$ cat src/hw/ccde_consts.svh
`ifndef CCDE_CONSTS_SVH
`define CCDE_CONSTS_SVH

// ----------------------------------------
// opcodes
// ----------------------------------------
`define CCDE_OP_CLRACC 14'h0103
`define CCDE_OP_WDRST 14'h0064
`define CCDE_OP_COMP 6'h09
`define CCDE_OP_DEC 6'h03
`define CCDE_OP_HI_MSB 13
`define CCDE_OP_HI_LSB 8
`define CCDE_DEST_BIT 7
`define CCDE_ADDR_MSB 6

// ----------------------------------------
// register map (word byte addresses)
// ----------------------------------------
`define CCDE_REG_INSN 4'h0
`define CCDE_REG_ACC 4'h4
`define CCDE_REG_STAT 4'h8
`define CCDE_REG_FADDR 4'hc

// ----------------------------------------
// status register fields and resets
// ----------------------------------------
`define CCDE_ST_ZERO 0
`define CCDE_ST_EXPIRY 1
`define CCDE_ST_SLEEP 2
`define CCDE_ZERO_BYTE 8'h00
`define CCDE_ONE_BYTE 8'h01
`define CCDE_WDT_W 8
`define CCDE_PRE_W 8

`endif

$ cat src/hw/ccde_pkg.sv
package ccde_pkg;
	typedef struct packed {
		logic [13:0] word;
		logic valid;
	} ccde_insn_t;

	typedef enum logic [2:0] {
		CCDE_NONE,
		CCDE_CLRACC,
		CCDE_WDRST,
		CCDE_COMP,
		CCDE_DEC
	} ccde_op_t;

	typedef struct packed {
		ccde_op_t op;
		logic to_file;
		logic [6:0] addr;
	} ccde_dec_t;

	typedef struct packed {
		logic acc_we;
		logic file_we;
		logic zero_we;
		logic zero_val;
		logic wdt_clr;
		logic [7:0] value;
	} ccde_res_t;
endpackage

$ cat src/hw/ccde_decode.sv
`timescale 1ns/1ps
`include "ccde_consts.svh"
module ccde_decode (
	// instruction in
	input wire ccde_pkg::ccde_insn_t insn_i,
	// decoded out
	output ccde_pkg::ccde_dec_t dec_o
);
	logic [5:0] hi;
	assign hi = insn_i.word[`CCDE_OP_HI_MSB:`CCDE_OP_HI_LSB];

	always_comb begin
		dec_o.to_file = insn_i.word[`CCDE_DEST_BIT];
		dec_o.addr = insn_i.word[`CCDE_ADDR_MSB:0];
		dec_o.op = ccde_pkg::CCDE_NONE;
		if (insn_i.valid) begin
			if (insn_i.word == `CCDE_OP_CLRACC) begin
				dec_o.op = ccde_pkg::CCDE_CLRACC;
			end else if (insn_i.word == `CCDE_OP_WDRST) begin
				dec_o.op = ccde_pkg::CCDE_WDRST;
			end else if (hi == `CCDE_OP_COMP) begin
				dec_o.op = ccde_pkg::CCDE_COMP;
			end else if (hi == `CCDE_OP_DEC) begin
				dec_o.op = ccde_pkg::CCDE_DEC;
			end
		end
	end
endmodule

$ cat src/hw/ccde_alu.sv
`timescale 1ns/1ps
`include "ccde_consts.svh"
module ccde_alu (
	// decoded op and operand
	input wire ccde_pkg::ccde_dec_t dec_i,
	input wire logic [7:0] operand_i,
	// result
	output ccde_pkg::ccde_res_t res_o
);
	logic [7:0] val;

	always_comb begin
		val = `CCDE_ZERO_BYTE;
		res_o.acc_we = 1'b0;
		res_o.file_we = 1'b0;
		res_o.zero_we = 1'b0;
		res_o.wdt_clr = 1'b0;
		unique case (dec_i.op)
			ccde_pkg::CCDE_NONE: begin
			end
			ccde_pkg::CCDE_CLRACC: begin
				res_o.acc_we = 1'b1;
				res_o.zero_we = 1'b1;
			end
			ccde_pkg::CCDE_WDRST: begin
				res_o.wdt_clr = 1'b1;
			end
			ccde_pkg::CCDE_COMP: begin
				val = ~operand_i;
				res_o.zero_we = 1'b1;
				res_o.acc_we = ~dec_i.to_file;
				res_o.file_we = dec_i.to_file;
			end
			ccde_pkg::CCDE_DEC: begin
				val = operand_i - `CCDE_ONE_BYTE;
				res_o.zero_we = 1'b1;
				res_o.acc_we = ~dec_i.to_file;
				res_o.file_we = dec_i.to_file;
			end
			default: begin
			end
		endcase
		res_o.value = val;
		res_o.zero_val = (val == `CCDE_ZERO_BYTE);
	end
endmodule

$ cat src/hw/ccde_exec.sv
// Implementation choices: the placing of the registers and the Wishbone interface to the registers.
`timescale 1ns/1ps
`include "ccde_consts.svh"
module ccde_exec #(
	parameter int WDT_W = `CCDE_WDT_W,
	parameter int PRE_W = `CCDE_PRE_W
) (
	// clock, reset, enable
	input wire logic core_clk_i,
	input wire logic nrst_i,
	input wire logic ce_i,
	// wishbone slave
	input wire logic wb_cyc_i,
	input wire logic wb_stb_i,
	input wire logic wb_we_i,
	input wire logic [3:0] wb_adr_i,
	input wire logic [3:0] wb_sel_i,
	input wire logic [31:0] wb_dat_i,
	output logic [31:0] wb_dat_o,
	output logic wb_ack_o,
	// file register port
	output logic [6:0] file_addr_o,
	input wire logic [7:0] file_rdata_i,
	output logic file_we_o,
	output logic [7:0] file_wdata_o,
	// watchdog and state
	output logic [WDT_W-1:0] wdt_count_o,
	output logic [PRE_W-1:0] wdt_presc_o,
	output logic [7:0] acc_o,
	output logic zero_o,
	output logic expiry_status_bit_o,
	output logic sleep_status_bit_o
);
	// ----------------------------------------
	// bus access
	// ----------------------------------------
	logic acc_req;
	logic wr_req;
	logic ack_r;
	logic [31:0] rdat_r;
	ccde_pkg::ccde_insn_t insn;
	ccde_pkg::ccde_dec_t dec;
	ccde_pkg::ccde_res_t res;
	logic [7:0] acc_r;
	logic zero_r;
	logic expiry_r;
	logic sleep_r;
	logic [WDT_W-1:0] wdt_r;
	logic [PRE_W-1:0] pre_r;
	logic [7:0] faddr_r;
	logic file_we_r;
	logic [7:0] file_wdata_r;

	assign acc_req = wb_cyc_i & wb_stb_i & ~ack_r;
	assign wr_req = acc_req & wb_we_i;
	assign wb_ack_o = ack_r;
	assign wb_dat_o = rdat_r;

	// a write to the instruction register executes it in that cycle
	assign insn.word = wb_dat_i[13:0];
	assign insn.valid = ce_i & wr_req & (wb_adr_i == `CCDE_REG_INSN)
		& wb_sel_i[0] & wb_sel_i[1];

	ccde_decode u_dec (
		.insn_i(insn),
		.dec_o(dec)
	);

	// file register read is combinational so execution is one cycle
	assign file_addr_o = dec.addr;

	ccde_alu u_alu (
		.dec_i(dec),
		.operand_i(file_rdata_i),
		.res_o(res)
	);

	always_ff @(posedge core_clk_i) begin
		if (!nrst_i) begin
			ack_r <= 1'b0;
		end else if (ce_i) begin
			ack_r <= acc_req;
		end
	end

	always_ff @(posedge core_clk_i) begin
		if (!nrst_i) begin
			rdat_r <= 32'h0000_0000;
		end else if (ce_i && acc_req && !wb_we_i) begin
			unique case (wb_adr_i)
				`CCDE_REG_ACC: rdat_r <= {24'h00_0000, acc_r};
				`CCDE_REG_STAT: rdat_r <= {29'h0000_0000, sleep_r,
					expiry_r, zero_r};
				`CCDE_REG_FADDR: rdat_r <= {24'h00_0000, faddr_r};
				default: rdat_r <= 32'h0000_0000;
			endcase
		end
	end

	// ----------------------------------------
	// architectural state
	// ----------------------------------------
	always_ff @(posedge core_clk_i) begin
		if (!nrst_i) begin
			acc_r <= `CCDE_ZERO_BYTE;
		end else if (ce_i && res.acc_we) begin
			acc_r <= res.value;
		end else if (ce_i && wr_req && wb_adr_i == `CCDE_REG_ACC
			&& wb_sel_i[0]) begin
			acc_r <= wb_dat_i[7:0];
		end
	end

	always_ff @(posedge core_clk_i) begin
		if (!nrst_i) begin
			zero_r <= 1'b0;
		end else if (ce_i && res.zero_we) begin
			zero_r <= res.zero_val;
		end
	end

	// status bits read as one after restart; reset leaves them set too
	always_ff @(posedge core_clk_i) begin
		if (!nrst_i) begin
			expiry_r <= 1'b1;
			sleep_r <= 1'b1;
		end else if (ce_i && res.wdt_clr) begin
			expiry_r <= 1'b1;
			sleep_r <= 1'b1;
		end else if (ce_i && wr_req && wb_adr_i == `CCDE_REG_STAT
			&& wb_sel_i[0]) begin
			expiry_r <= wb_dat_i[`CCDE_ST_EXPIRY];
			sleep_r <= wb_dat_i[`CCDE_ST_SLEEP];
		end
	end

	// watchdog counts while enabled and wraps at full count; only restart and reset clear it early
	always_ff @(posedge core_clk_i) begin
		if (!nrst_i) begin
			wdt_r <= '0;
			pre_r <= '0;
		end else if (ce_i && res.wdt_clr) begin
			wdt_r <= '0;
			pre_r <= '0;
		end else if (ce_i) begin
			pre_r <= pre_r + 1'b1;
			if (&pre_r) begin
				wdt_r <= wdt_r + 1'b1;
			end
		end
	end

	always_ff @(posedge core_clk_i) begin
		if (!nrst_i) begin
			faddr_r <= `CCDE_ZERO_BYTE;
			file_we_r <= 1'b0;
			file_wdata_r <= `CCDE_ZERO_BYTE;
		end else if (ce_i) begin
			file_we_r <= res.file_we;
			if (res.file_we) begin
				faddr_r <= {1'b0, dec.addr};
				file_wdata_r <= res.value;
			end
		end
	end

	assign file_we_o = file_we_r;
	assign file_wdata_o = file_wdata_r;
	assign wdt_count_o = wdt_r;
	assign wdt_presc_o = pre_r;
	assign acc_o = acc_r;
	assign zero_o = zero_r;
	assign expiry_status_bit_o = expiry_r;
	assign sleep_status_bit_o = sleep_r;
endmodule

$ cat config.mk
export PLATFORM = sky130hd
export DESIGN_NAME = ccde_exec
export DESIGN_NICKNAME = d
export VERILOG_FILES = /design/src/hw/ccde_pkg.sv /design/src/hw/ccde_decode.sv /design/src/hw/ccde_alu.sv /design/src/hw/ccde_exec.sv
export VERILOG_INCLUDE_DIRS = /design/src /design/src/hw
export SDC_FILE = /design/constraint.sdc
export NUM_CORES = 1
export LEC_CHECK = 0
export ABC_AREA = 1
export BUFFER_PORTS_ARGS = -buffer_cell sky130_fd_sc_hd__buf_2
export CAP_MARGIN = 20
export CORE_ASPECT_RATIO = 0.8
export CORE_MARGIN = 1.5
export CORE_UTILIZATION = 23
export CTS_CLUSTER_DIAMETER = 60
export DETAILED_ROUTE_END_ITERATION = 16
export PLACE_DENSITY = 0.56
export SLEW_MARGIN = 25
export SYNTH_ARGS = -nofsm -noshare
export SYNTH_HDL_FRONTEND = slang
export SYNTH_SLANG_ARGS = --single-unit
export TNS_END_PERCENT = 5
$ cat constraint.sdc
create_clock -name core_clk_i -period 4.15 [get_ports core_clk_i]
set_clock_uncertainty 0.15 [all_clocks]
set_input_delay 0.83 -clock core_clk_i [delete_from_list [all_inputs] [get_ports core_clk_i]]
set_output_delay 0.83 -clock core_clk_i [all_outputs]
set_load 0.01 [all_outputs]
==> qor.txt <==
First-pass GRT wire length -> 12900 um
Final period util -> 0.610
CP peak stage delay -> 0.36 ns
Total length of routed wires -> 8570 um
Critical path startpoint category -> primary input
Place WS -> 1.33 ns
Worst vdd ir -> 0.127 mV
# setup viols final -> 0
Most used DFF post-synth -> dfxtp_1
Post-route setup TNS -> 0 ns
Drt initial violations -> 184
Initial Utilization -> 0.236
WP buf/inv -> 4
Post-CTS setup buffer count -> 0
Total track usage -> 0.114
Post-synth EDFFs -> 0
First-pass detailed-route iteration total -> 5
I/O Pins -> 130
Slew @ Worst Pin -> 0.780 ns
H-tree depth -> 2
CTS Hold Buffers Added -> 0
Status -> finished clean
Register area -> 0.00104 mm^2
Pwr/cell area -> 282 mW/mm^2
Clock sink count -> 52
Critical Path AT -> 2.61 ns
Antenna violation net count after detailed routing -> 0
Unrepaired setup endpoints after global routing -> no
GP Congestion -> 0.844
Vias/cell -> 4.14
Hold crit path type -> reg2reg
Clock buffer count from CTS -> 5
Vias in the first global route -> 2487
Final WS setup -> 1.62 ns
Register area share after synthesis -> 0.326
Core box area -> 0.0136 mm^2
Final hold violation count -> 0
Max FO, Critical Path -> 20
Pin count of the biggest net entering global routing -> 27
MaxCap Viol Count -> 0
Final Net Count -> 591
Total leakage power -> 1.80 nW
R2R Setup Slk -> 1.99 ns
Synthesized area -> 0.00319 mm^2
Kind of critical path -> in2reg
Area delta synth->final -> 19.1%
Die area -> 0.0146 mm^2
Multi-input gate area -> 0.00168 mm^2
CTS tree -> done
CP top delay family -> simple AND/OR/NAND/NOR gates
Clock latency on the worst-skew pair -> 0.29 ns
Max-Slew Margin vs Limit -> 0.476
Library cells used by synthesis -> 43
YS warnings -> 0
FF+latch count, synth -> 52
Fin. max-slew vios -> 0
Most frequent cells in the layout -> 89 x nand2_1, 85 x buf_2, 64 x inv_1
Gr ovfl total -> 0
Row count -> 38
Fillers -> 1517
Syn Inst Count -> 458
Min Tclk post-route -> 2.53 ns
Critical Path RT -> 4.23 ns
Die width -> 135 um
Clk buf depth -> 2
Max Fclk -> 395 MHz
Critical path, cell by cell -> buf_2, inv_1, nand2_1, nor2_1, nand2_1, nor2_1, nor2_2, inv_2, a21oi_4, nand2_4, clkinv_4, o21ai_1, a21oi_2
Routed WL per cell -> 12.0 um
Post-CTS sizing -> 0
Async set-or-reset flop fraction in the synthesized netlist -> 0
Residual DRC -> 0
Share of cells above drive strength 1 -> 0.254
Clock root cell -> clkbuf_16
HPWL Detailed -> 6850 um
Diodes inserted -> 0
Reg clk slew, reported paths -> 0.07 ns
CP max-delay cell -> nor2_2
Vias -> 2961
Crit end category -> flip-flop
Most common cell after layout, fill and taps aside -> nand2_1
Die Y-Extent -> 108 um
PortBufs -> 85
Initial antenna violation count -> 0
Syn Area/Cell -> 6.97 um^2
## per-layer routing
metal / track usage / up-vias / routed length (um)
met5: 0 / - / 0
met4: 0.0300 / 0 / 93
met3: 0.0216 / 5 / 520
met2: 0.178 / 81 / 3820
met1: 0.160 / 1310 / 4140
li1: - / 1565 / -
## metrics by stage
| stage | area [um^2] | hold WS [ns] | cells | power [mW] | util |
|---|---|---|---|---|---|
| global route | 3800 | 0.335 | 715 | 1.11 | 0.281 |
| CTS | 3800 | 0.308 | 715 | 1.08 | 0.281 |
| detailed placement | 3640 | 0.298 | 707 | 0.617 | 0.269 |
| global placement | 3640 | 0.291 | 707 | 0.616 | 0.269 |
| finish | 3800 | 0.301 | 715 | 1.07 | 0.281 |
| floorplan | 3280 | 0.275 | 481 | 0.594 | - |
## layout make-up
class | instances | area share
clock inverter | 2 | 0.00921
inverter | 69 | 0.0694
clock buffer | 6 | 0.0339
tap | 180 | 0.0592
multi-input combinational | 320 | 0.441
sequential | 52 | 0.274
timing repair buffer | 86 | 0.114
## power breakdown
group          leakage, nW  internal, mW  switching (mW)  total (mW)
clock               0.0808         0.284           0.182       0.466
sequential           0.419         0.502         0.00296       0.505
combinational         1.30        0.0304          0.0694      0.0998
## final timing paths
kind | cells after the start | startpoint | end
worst min-delay path | 2 | faddr_r[3]$_SDFFE_PN0P_ | faddr_r[3]$_SDFFE_PN0P_
worst min register to register | 2 | faddr_r[3]$_SDFFE_PN0P_ | faddr_r[3]$_SDFFE_PN0P_
worst max-delay path | 13 | wb_dat_i[7] | faddr_r[1]$_SDFFE_PN0P_
worst max register to register | 11 | wb_ack_o$_SDFFE_PN0P_ | faddr_r[1]$_SDFFE_PN0P_
## logic make-up (layout without fill, tap and decap cells)
family | after synthesis | count (layout) | synth area share
simple gates | 219 | 219 | 0.325
buf+inv | 109 | 163 | 0.176
compound gates | 59 | 59 | 0.119
flops | 52 | 52 | 0.326
xor+xnor | 14 | 14 | 0.0384
fa+ha+maj | 3 | 3 | 0.0118
other cells | 1 | 24 | 0.00117
mux | 1 | 1 | 0.00314
## Yosys cell counts (2+ instances only)
master / instances / area share
nand4_1: 8 / 0.016
buf_6: 2 / 0.0071
xor2_1: 10 / 0.027
dfxtp_1: 52 / 0.33
xnor2_1: 4 / 0.011
nand2_1: 89 / 0.10
ha_1: 3 / 0.012
a31oi_1: 2 / 0.0039
buf_4: 32 / 0.075
nor2_2: 14 / 0.027
nand3_1: 49 / 0.077
o21ai_1: 11 / 0.017
clkbuf_1: 4 / 0.0047
a21oi_1: 16 / 0.025
nor4_1: 2 / 0.0039
nor3_1: 10 / 0.016
nor2_1: 34 / 0.040
o21ai_0: 11 / 0.017
inv_1: 64 / 0.075
a22o_1: 2 / 0.0055
inv_2: 3 / 0.0035
a21oi_2: 11 / 0.030
o21ai_2: 3 / 0.0082
and3_1: 2 / 0.0039
nor4_2: 2 / 0.0078
## sequential cells by signal, indices dropped and copies added (netlist names)
| name | cells |
|---|---|
| expiry_status_bit_o | 1 |
| wdt_count_o | 8 |
| acc_o | 8 |
| file_wdata_o | 8 |
| sleep_status_bit_o | 1 |
| wb_ack_o | 1 |
| wb_dat_o | 8 |
| zero_o | 1 |
| faddr_r | 7 |
| wdt_presc_o | 8 |
| file_we_o | 1 |
## worst register-to-register path, delay by kind of cell (launching register included)
| family | cells | cell delay [ns] |
|---|---|---|
| AO/OA/AOI/OAI | 3 | 0.39 |
| buffers and inverters | 3 | 0.34 |
| flip-flops | 1 | 0.34 |
| AND/OR/NAND/NOR | 5 | 0.88 |
(Power assumes the default switching activity.)
